## config.mk

```make
export PLATFORM = sky130hd
export DESIGN_NAME = hp_slot_device_flat
export DESIGN_NICKNAME = d
export VERILOG_FILES = /design/src/common/hp_chain_pkg.sv /design/src/common/hp_chain_if.sv /design/src/core/hp_slot_device.sv /design/src/flat_wrapper.sv
export SDC_FILE = /design/constraint.sdc
export NUM_CORES = 1
export LEC_CHECK = 0
export ABC_AREA = 1
export BUFFER_PORTS_ARGS = -buffer_cell sky130_fd_sc_hd__buf_2
export CAP_MARGIN = 20
export CORE_UTILIZATION = 56
export CTS_CLUSTER_DIAMETER = 150
export DETAILED_ROUTE_END_ITERATION = 8
export GPL_ROUTABILITY_DRIVEN = 0
export GPL_TIMING_DRIVEN = 0
export PLACE_DENSITY_LB_ADDON = 0.08
export SLEW_MARGIN = 20
export SYNTH_ARGS = -nofsm -noshare
export SYNTH_HDL_FRONTEND = slang
export SYNTH_SLANG_ARGS = --single-unit
```

## constraint.sdc

```tcl
create_clock -name clk_sys -period 1.45 [get_ports clk_sys]
set_clock_uncertainty 0.1 [all_clocks]
set_input_delay 0.435 -clock clk_sys [delete_from_list [all_inputs] [get_ports clk_sys]]
set_output_delay 0.435 -clock clk_sys [all_outputs]
set_load 0.02 [all_outputs]
```

## src/common/hp_chain_pkg.sv

```systemverilog
// shared constants for the hot-plug slot serial shift chain
package hp_chain_pkg;

  // chain geometry
  localparam int SLOTS_PER_DEVICE = 2;
  localparam int BITS_PER_SLOT = 8;
  localparam int LOCAL_BITS = SLOTS_PER_DEVICE * BITS_PER_SLOT;
  localparam int CHAIN_SLOTS = 6;
  localparam int CHAIN_BITS = CHAIN_SLOTS * BITS_PER_SLOT;
  localparam int ADDR_BITS = 3;

  // input channel codes
  localparam logic [1:0] CH_IRQ = 2'h0;
  localparam logic [1:0] CH_NONIRQ = 2'h1;
  localparam logic [1:0] CH_DIAG1 = 2'h2;
  localparam logic [1:0] CH_DIAG2 = 2'h3;

  // operational mode needs both mode pins high
  localparam logic [1:0] MODE_OPERATIONAL = 2'h3;

  // output control byte fields per slot
  localparam int CT_PWREN = 0;
  localparam int CT_CLKEN = 1;
  localparam int CT_BUSEN = 2;
  localparam int CT_RESET = 3;
  localparam int CT_PLED = 4;
  localparam int CT_ALED = 5;

  // power-good initial pin states
  localparam logic INIT_LED = 1'h1;
  localparam logic INIT_ENABLE_N = 1'h1;
  localparam logic INIT_RESET_N = 1'h0;
  localparam logic INIT_PWREN = 1'h0;
  localparam logic DEVICE_PRESENT = 1'h1;
  localparam logic DIAG_ONE = 1'h1;

  // timing
  localparam int CLK_PERIOD_NS = 8;
  localparam int LINK_PERIOD_NS = 160;
  localparam int LINK_HALF_CYCLES = LINK_PERIOD_NS / (2 * CLK_PERIOD_NS);

  // readback buffer shape
  localparam int FIFO_WIDTH = 8;
  localparam int FIFO_DEPTH = 32;

endpackage

```

## src/common/hp_chain_if.sv

```systemverilog
// serial link between the hot-plug controller and the nearest slot device
interface hp_chain_if;
  logic status_shift_clock;
  logic status_load_select;
  logic status_chain_out;
  logic control_shift_clock;
  logic control_chain_in;
  logic control_latch_clock;
  logic reset_latch_clock;

  modport device
  (
    input status_shift_clock,
    input status_load_select,
    output status_chain_out,
    input control_shift_clock,
    input control_chain_in,
    input control_latch_clock,
    input reset_latch_clock
  );

  modport host
  (
    output status_shift_clock,
    output status_load_select,
    input status_chain_out,
    output control_shift_clock,
    output control_chain_in,
    output control_latch_clock,
    output reset_latch_clock
  );
endinterface

```

## src/core/hp_slot_device.sv

```systemverilog
// two-slot hot-plug power controller: serial status and control shift chain
// Notes on behaviour
// - channel codes select irq, non-irq, diag1, diag2
// - downstream status bits pass through shift register
// - own 16 bits first, downstream bits follow
// - channel 00: interlock, button, fault, presence bits
// - channel 01: m66, pcix caps, aux fault
// - channel 10: pin states of slot controls
// - channel 10 bits 0 and 8 read one
// - channel 11: latched mode bits, bit 2 one
// - status leaves slot a first, then cascade
// - control shifted last slot first, 8 bits each
// - host shifts whole chain for any change
// - nearest device ends holding slots a and b
// - control byte: pwren, clk, bus, reset, leds
// - control shift clock moves bits, overflow forwarded
// - main latch copies enables and leds
// - reset latch updates only slot reset
// - slot fault forces reset, drops clk, bus
// - start bit low, then lsb, msb, reserved
// - operational at power-good rise, modes 11, test 0
// - power-good rise initialises outputs
module hp_slot_device
(
  input wire logic clk_sys,
  input wire logic srst,
  hp_chain_if.device link,
  input wire logic status_chain_in,
  output logic control_chain_out,
  input wire logic power_good_in,
  input wire logic test_in,
  input wire logic [1:0] mode_in,
  input wire logic [1:0] slot_interlock_open,
  input wire logic [1:0] slot_button,
  input wire logic [1:0] slot_main_fault_n,
  input wire logic [1:0] slot_aux_fault_n,
  input wire logic [1:0] slot_present2,
  input wire logic [1:0] slot_present1,
  input wire logic [1:0] slot_m66_enable,
  input wire logic [1:0] slot_pcix_cap1,
  input wire logic [1:0] slot_pcix_cap2,
  output logic [1:0] slot_power_enable,
  output logic [1:0] slot_clock_enable_n,
  output logic [1:0] slot_bus_enable_n,
  output logic [1:0] slot_reset_out_n,
  output logic [1:0] power_indicator,
  output logic [1:0] attention_indicator,
  output logic operational
);

  localparam int NS = hp_chain_pkg::SLOTS_PER_DEVICE;
  localparam int NB = hp_chain_pkg::BITS_PER_SLOT;
  localparam int NL = hp_chain_pkg::LOCAL_BITS;
  localparam int SYNC_W = 11 + 9 * NS;

  typedef enum logic [2:0]
  {
    IN_IDLE = 3'h0,
    IN_LSB = 3'h1,
    IN_MSB = 3'h3,
    IN_RSV = 3'h2,
    IN_SHIFT = 3'h6
  } in_state_type;

  // every pin passes two flops; only the second stage is read
  logic [SYNC_W-1:0] sync_raw;
  logic [SYNC_W-1:0] sync_meta;
  logic [SYNC_W-1:0] sync_q;

  assign sync_raw = {link.status_shift_clock, link.status_load_select, link.control_shift_clock,
    link.control_chain_in, link.control_latch_clock, link.reset_latch_clock, status_chain_in,
    power_good_in, test_in, mode_in, slot_interlock_open, slot_button, slot_main_fault_n,
    slot_aux_fault_n, slot_present2, slot_present1, slot_m66_enable, slot_pcix_cap1,
    slot_pcix_cap2};

  always_ff @(posedge clk_sys)
  begin
    sync_meta <= sync_raw;
    sync_q <= sync_meta;
  end

  logic s_clk, s_sel, c_clk, c_data, l_clk, r_clk, s_chain, pg, test_q;
  logic [1:0] mode_q, interlock_q, button_q, mfault_n_q, afault_n_q;
  logic [1:0] pres2_q, pres1_q, m66_q, cap1_q, cap2_q;

  assign {s_clk, s_sel, c_clk, c_data, l_clk, r_clk, s_chain, pg, test_q, mode_q, interlock_q,
    button_q, mfault_n_q, afault_n_q, pres2_q, pres1_q, m66_q, cap1_q, cap2_q} = sync_q;

  // edge detection on the synchronised link clocks and power-good
  logic s_clk_d, c_clk_d, l_clk_d, r_clk_d, pg_d;
  logic s_rise, c_rise, l_rise, r_rise, pg_rise;

  always_ff @(posedge clk_sys)
  begin
    if (srst)
    begin
      s_clk_d <= 1'h0;
      c_clk_d <= 1'h0;
      l_clk_d <= 1'h0;
      r_clk_d <= 1'h0;
      pg_d <= 1'h0;
    end
    else
    begin
      s_clk_d <= s_clk;
      c_clk_d <= c_clk;
      l_clk_d <= l_clk;
      r_clk_d <= r_clk;
      pg_d <= pg;
    end
  end

  assign s_rise = s_clk & ~s_clk_d;
  assign c_rise = c_clk & ~c_clk_d;
  assign l_rise = l_clk & ~l_clk_d;
  assign r_rise = r_clk & ~r_clk_d;
  assign pg_rise = pg & ~pg_d;

  // mode capture at power-good rise; dropping power-good leaves the chain idle
  logic [1:0] mode_latched;

  always_ff @(posedge clk_sys)
  begin
    if (srst)
    begin
      operational <= 1'h0;
      mode_latched <= 2'h0;
    end
    else if (pg_rise)
    begin
      operational <= (mode_q == hp_chain_pkg::MODE_OPERATIONAL) && !test_q;
      mode_latched <= mode_q;
    end
    else if (!pg)
    begin
      operational <= 1'h0;
    end
  end

  // per-slot status bytes and control latches
  logic [NS-1:0][NB-1:0] irq_byte, nonirq_byte, diag1_byte, diag2_byte;
  logic [NL-1:0] out_sr;

  for (genvar s = 0; s < NS; s++)
  begin : g_slot
    logic fault_n;
    logic [NB-1:0] ctl;

    assign fault_n = mfault_n_q[s] & afault_n_q[s];
    // slot a sits at the top byte once all slots are shifted
    assign ctl = out_sr[(NS - 1 - s) * NB +: NB];

    // reserved positions are constant zero
    assign irq_byte[s] = {3'h0, pres1_q[s], pres2_q[s], fault_n, button_q[s],
      interlock_q[s]};
    assign nonirq_byte[s] = {4'h0, afault_n_q[s], cap2_q[s], cap1_q[s], m66_q[s]};
    assign diag1_byte[s] = {1'h0, attention_indicator[s], power_indicator[s],
      slot_reset_out_n[s], slot_bus_enable_n[s], slot_clock_enable_n[s],
      slot_power_enable[s], hp_chain_pkg::DEVICE_PRESENT};
    assign diag2_byte[s] = {5'h00, hp_chain_pkg::DIAG_ONE, mode_latched};

    // fault override comes last so it beats a latch clock in the same cycle;
    // it reacts a few cycles after the pin because the pin is synchronised
    always_ff @(posedge clk_sys)
    begin
      if (srst || pg_rise)
      begin
        slot_power_enable[s] <= hp_chain_pkg::INIT_PWREN;
        slot_clock_enable_n[s] <= hp_chain_pkg::INIT_ENABLE_N;
        slot_bus_enable_n[s] <= hp_chain_pkg::INIT_ENABLE_N;
        slot_reset_out_n[s] <= hp_chain_pkg::INIT_RESET_N;
        power_indicator[s] <= hp_chain_pkg::INIT_LED;
        attention_indicator[s] <= hp_chain_pkg::INIT_LED;
      end
      else
      begin
        if (operational && l_rise)
        begin
          slot_power_enable[s] <= ctl[hp_chain_pkg::CT_PWREN];
          slot_clock_enable_n[s] <= ~ctl[hp_chain_pkg::CT_CLKEN];
          slot_bus_enable_n[s] <= ~ctl[hp_chain_pkg::CT_BUSEN];
          power_indicator[s] <= ctl[hp_chain_pkg::CT_PLED];
          attention_indicator[s] <= ctl[hp_chain_pkg::CT_ALED];
        end
        if (operational && r_rise)
        begin
          slot_reset_out_n[s] <= ctl[hp_chain_pkg::CT_RESET];
        end
        if (!fault_n)
        begin
          slot_reset_out_n[s] <= 1'h0;
          slot_clock_enable_n[s] <= 1'h1;
          slot_bus_enable_n[s] <= 1'h1;
        end
      end
    end
  end

  // channel selection and status shift
  in_state_type in_state;
  logic [1:0] chan_addr;
  logic [NL-1:0] in_sr;
  logic [NL-1:0] local_word;

  always_comb
  begin
    unique case (chan_addr)
      hp_chain_pkg::CH_IRQ: local_word = irq_byte;
      hp_chain_pkg::CH_NONIRQ: local_word = nonirq_byte;
      hp_chain_pkg::CH_DIAG1: local_word = diag1_byte;
      hp_chain_pkg::CH_DIAG2: local_word = diag2_byte;
    endcase
  end

  // a low select while shifting is taken as a fresh start bit
  always_ff @(posedge clk_sys)
  begin
    if (srst || !operational)
    begin
      in_state <= IN_IDLE;
      chan_addr <= hp_chain_pkg::CH_IRQ;
    end
    else if (s_rise)
    begin
      unique case (in_state)
        IN_IDLE: if (!s_sel) in_state <= IN_LSB;
        IN_LSB:
        begin
          chan_addr[0] <= s_sel;
          in_state <= IN_MSB;
        end
        IN_MSB:
        begin
          chan_addr[1] <= s_sel;
          in_state <= IN_RSV;
        end
        IN_RSV: in_state <= IN_SHIFT;
        IN_SHIFT: if (!s_sel) in_state <= IN_LSB;
        default: in_state <= IN_IDLE;
      endcase
    end
  end

  // slot a byte sits at the low end so it leaves first
  always_ff @(posedge clk_sys)
  begin
    if (srst)
    begin
      in_sr <= '0;
    end
    else if (s_rise && in_state == IN_RSV)
    begin
      in_sr <= local_word;
    end
    else if (s_rise && in_state == IN_SHIFT && s_sel)
    begin
      in_sr <= {s_chain, in_sr[NL-1:1]};
    end
  end

  always_ff @(posedge clk_sys)
  begin
    if (srst || !operational)
      link.status_chain_out <= 1'h0;
    else
      link.status_chain_out <= in_sr[0];
  end

  // control shift: first-shifted bits overflow toward downstream devices
  always_ff @(posedge clk_sys)
  begin
    if (srst)
      out_sr <= '0;
    else if (operational && c_rise)
      out_sr <= {c_data, out_sr[NL-1:1]};
  end

  always_ff @(posedge clk_sys)
  begin
    if (srst || !operational)
      control_chain_out <= 1'h0;
    else
      control_chain_out <= out_sr[0];
  end

endmodule

```

## src/flat_wrapper.sv

```systemverilog
// flat-port wrapper written by rule: the top's interface ports become plain ports
module hp_slot_device_flat 
  (clk_sys, srst, status_chain_in, control_chain_out, power_good_in, test_in, mode_in, slot_interlock_open, slot_button, slot_main_fault_n, slot_aux_fault_n, slot_present2, slot_present1, slot_m66_enable, slot_pcix_cap1, slot_pcix_cap2, slot_power_enable, slot_clock_enable_n, slot_bus_enable_n, slot_reset_out_n, power_indicator, attention_indicator, operational, link_status_shift_clock, link_status_load_select, link_status_chain_out, link_control_shift_clock, link_control_chain_in, link_control_latch_clock, link_reset_latch_clock);
  hp_chain_if link_i ();
  input wire logic clk_sys;
  input wire logic srst;
  input wire logic status_chain_in;
  output logic control_chain_out;
  input wire logic power_good_in;
  input wire logic test_in;
  input wire logic [1:0] mode_in;
  input wire logic [1:0] slot_interlock_open;
  input wire logic [1:0] slot_button;
  input wire logic [1:0] slot_main_fault_n;
  input wire logic [1:0] slot_aux_fault_n;
  input wire logic [1:0] slot_present2;
  input wire logic [1:0] slot_present1;
  input wire logic [1:0] slot_m66_enable;
  input wire logic [1:0] slot_pcix_cap1;
  input wire logic [1:0] slot_pcix_cap2;
  output logic [1:0] slot_power_enable;
  output logic [1:0] slot_clock_enable_n;
  output logic [1:0] slot_bus_enable_n;
  output logic [1:0] slot_reset_out_n;
  output logic [1:0] power_indicator;
  output logic [1:0] attention_indicator;
  output logic operational;
  input wire logic [$bits(link_i.status_shift_clock)-1:0] link_status_shift_clock;
  input wire logic [$bits(link_i.status_load_select)-1:0] link_status_load_select;
  output wire logic [$bits(link_i.status_chain_out)-1:0] link_status_chain_out;
  input wire logic [$bits(link_i.control_shift_clock)-1:0] link_control_shift_clock;
  input wire logic [$bits(link_i.control_chain_in)-1:0] link_control_chain_in;
  input wire logic [$bits(link_i.control_latch_clock)-1:0] link_control_latch_clock;
  input wire logic [$bits(link_i.reset_latch_clock)-1:0] link_reset_latch_clock;
  assign link_i.status_shift_clock = link_status_shift_clock;
  assign link_i.status_load_select = link_status_load_select;
  assign link_status_chain_out = link_i.status_chain_out;
  assign link_i.control_shift_clock = link_control_shift_clock;
  assign link_i.control_chain_in = link_control_chain_in;
  assign link_i.control_latch_clock = link_control_latch_clock;
  assign link_i.reset_latch_clock = link_reset_latch_clock;
  hp_slot_device u_core (.clk_sys(clk_sys), .srst(srst), .link(link_i), .status_chain_in(status_chain_in), .control_chain_out(control_chain_out), .power_good_in(power_good_in), .test_in(test_in), .mode_in(mode_in), .slot_interlock_open(slot_interlock_open), .slot_button(slot_button), .slot_main_fault_n(slot_main_fault_n), .slot_aux_fault_n(slot_aux_fault_n), .slot_present2(slot_present2), .slot_present1(slot_present1), .slot_m66_enable(slot_m66_enable), .slot_pcix_cap1(slot_pcix_cap1), .slot_pcix_cap2(slot_pcix_cap2), .slot_power_enable(slot_power_enable), .slot_clock_enable_n(slot_clock_enable_n), .slot_bus_enable_n(slot_bus_enable_n), .slot_reset_out_n(slot_reset_out_n), .power_indicator(power_indicator), .attention_indicator(attention_indicator), .operational(operational));
endmodule
```

==> impl_summary.log <==
[metrics] longest individual stage delay on the worst path: between 300 and 400 ps
[metrics] Area growth, synth to finish: 41.7%
[metrics] Clock Pin Slew Worst Setup and Hold Paths: 60 ps
[metrics] maximum number of pins on one net before global-route repair: 17
[metrics] share of synthesized registers carrying an async set or reset: 0%
[metrics] register area share after synthesis: 61.7%
[metrics] RSZ-0062 raised after global routing: yes
[metrics] length of the first detailed-routing pass in iterations: 7
[metrics] instance count after placement with tap cells included: 551
[metrics] standard-cell row count: 29
[metrics] count of state elements after synthesis: around 120
[metrics] first-pass GRT wire length: 14900 um
[metrics] Max stage delay cell, worst path: dfxtp_4
[metrics] area share of the largest cell type after synthesis: 61.7%
[metrics] post-route setup slack: -81.0 ps
[metrics] leading area contributor after synthesis: dfxtp_1
[metrics] final routed wirelength across all metal layers: between 9000 and 10000 um
[metrics] final core area utilization: roughly 83%
[metrics] Crit Path Class: reg -> out
[metrics] final setup violation count: 15
[metrics] kind of cell adding the most delay to the critical path: flip-flops
[metrics] GRT Residual Overflow: 0
[metrics] IO Port Bufs: between 40 and 50
[metrics] latest clock arrival within the worst-skew pair: 510 ps
[metrics] worst hold path endpoint: u_core.pg_d$_SDFF_PP0_
[metrics] Hold/Removal Path Class: in -> reg
[metrics] initial standard-cell utilization of the core: around 60%
[metrics] data required time at the worst endpoint: 920 ps
[metrics] cell breakdown of the critical path: buf_6
[metrics] via/cell ratio: 5.13
[metrics] final hold violation count: 0
[metrics] main area contributors after synthesis: dfxtp_1 (62%), nand2_1 (7.9%), nor2_1 (6.8%)
[metrics] ys flop type: dfxtp_1
[metrics] number of sinks driven by the clock tree: between 100 and 150
[metrics] number of enable-type register cells in the synthesized netlist: 0
[metrics] reg-to-reg slack, setup: 50 ps
[metrics] buffers and inverters on the worst path: 1
[metrics] number of antenna violations at the first check in global routing: 1
[metrics] kind of end point of the critical path: primary output
[metrics] FF+latch area: 2370 um2
[metrics] GRT Total Usage: roughly 28%
[metrics] max capacitance violation total: 0
[metrics] crit path max fanout: 3
[metrics] TritonCTS clock tree: yes
[metrics] Clock Tree Root: clkbuf_8
[metrics] count of non-filler cells in the finished layout: 636
[metrics] detailed placement HPWL: 5170 um
[metrics] DR vias: 3264
[metrics] post-synth cell types: 26
[metrics] remaining routing DRC violations: 3
[metrics] Critical R2R Launch: u_core.operational$_SDFFE_PP0P_
[metrics] areal power density over the cells: 1440 nW/um2
[metrics] Register-to-Register Path Depth: 7
[metrics] Synth top cells by count: dfxtp_1 (117), nand2_1 (80), nor2_1 (69)
[metrics] num ports: 46
[metrics] die boundary width: 84.3 um
[metrics] Worst Tran Pin Value: 395 ps
[metrics] buffer depth of the longest clock path: 2
[metrics] Synth Warn #: 0
[metrics] status: complete, but fails checks
[metrics] Final Total Pwr: 7730 uW
[metrics] number of cells produced by synthesis: 429
[metrics] data arrival time of the worst path: 1000 ps
[metrics] startpoint type of the worst setup path: flop
[metrics] DIE AREA: 7110 um2
[metrics] Mapped Nets: 460
[metrics] IR Drop Worst-Case VDD: roughly 1600 uV
[metrics] number of cells on the worst hold path: 2
[metrics] Worst Min Path Start: srst
[metrics] fraction of layout instances using a drive strength above 1: approximately 28%
[metrics] post-detailed-route count of antenna-violating nets: 0
[metrics] core outline area: 6460 um2
[metrics] Worst Hold Margin: between 100 and 150 ps
[metrics] destination of the worst register-to-register timing path: u_core.out_sr[8]$_SDFFE_PP0P_
[metrics] Vert. Die Dim: 84.3 um
[metrics] Final Critical Period: between 1500 and 2000 ps
[metrics] area taken by multi-input logic gates: 1250 um2
[metrics] post-route fraction of the period consumed by the critical path: 106%
[metrics] cell with the most instances after synthesis: dfxtp_1
[metrics] number of global-route vias before repair: 3183
[metrics] H-tree depth reported by CTS: 4
[metrics] number of buffers inserted during clock tree synthesis: 17
[metrics] drt first-iter violations: 236
[metrics] netlist area before placement: 3800 um2
[metrics] average detailed-routed wire length per instance: 14.8 um
[metrics] violated checks: design-rule violations, negative setup slack
[metrics] Syn Area/Cell: between 8 and 9 um2
[metrics] leakage power summed over all cells: between 0.002 and 0.0025 uW
[metrics] Achievable Freq: 0.653 GHz
[metrics] source of the critical timing path: u_core.operational$_SDFFE_PP0P_
[metrics] final layout net count: ~580
[metrics] pins over their slew limit: 0
[metrics] relative max-transition margin: approximately 73%
[metrics] final-layout fill cell count: 374
-- state kept, by name, summed over array words and instances (netlist names), 3 cells and up --
| name | cells |
|---|---|
| u_core.sync_meta | 29 |
| u_core.sync_q | 29 |
| u_core.in_sr | 16 |
| u_core.out_sr | 16 |
| u_core.in_state | 3 |
-- worst max-delay path by stage --
stage	cells after the start	end
6_report	1	operational
3_3_place_gp	5	u_core.in_sr[13]$_SDFFE_PP0P_
4_1_cts	1	operational
3_5_place_dp	5	u_core.in_sr[13]$_SDFFE_PP0P_
5_1_grt	1	operational
2_1_floorplan	6	u_core.slot_clock_enable_n[1]$_SDFFE_PP1P_
-- cell families after synthesis --
group           Yosys count  synth area share [%]
compound gates           68                  10.4
buf+inv                  57                  6.62
flops                   117                  61.7
simple gates            187                  21.3
-- cells in the final DEF (no fill, tap or decap), types with 9 or more instances in the layout --
cell type       n
a21oi_1        24
buf_2          34
buf_4          23
buf_6          18
clkbuf_16      16
dfxtp_1        98
dfxtp_2        18
dlygate4sd3_1  29
inv_1          39
nand2_1        78
nand3_1        28
nor2_1         64
o211ai_1        9
o21ai_0        23
-- power breakdown --
| group | internal (uW) | switching (uW) |
|---|---|---|
| sequential | 3320 | 40.6 |
| clock | 2700 | 1440 |
| combinational | 114 | 108 |
-- metrics by stage --
stage | area (um2) | TNS, ps | worst slack (ps)
detailed placement | 4120 | -1850 | -137
global route | 5380 | -1120 | -116
floorplan | 3800 | 0 | 30.4
finish | 5380 | -610 | -81.0
global placement | 4120 | -1450 | -125
CTS | 5250 | -807 | -89.4
-- final cells by class --
type | count | area share [%]
inverters | 47 | 3.47
clock buffers | 20 | 8.28
multi-input cells | 255 | 23.3
plain buffers | 10 | 1.51
flip-flops and latches | 117 | 44.0
repair buffers | 97 | 14.7
clock inverters | 12 | 2.84
diodes | 1 | 0.0465
well taps | 77 | 1.79
-- layer usage --
metal	global-route usage, %	part of all wire (%)
met3	8.46	5.1
met5	0	0
met4	8.32	2.2
met2	49.0	51
met1	32.2	42
-- what timing repair did --
item                                    in CTS  in global routing
setup buffers                               14                  8
pin swaps                                    1                  4
hold buffers                                29                  0
endpoints found under the setup margin      33                 42
hold endpoints to repair                    29                  0
cloned                                       0                  1
gates resized for setup                     50                 25
Note: power is estimated with default switching activity, not from simulation.
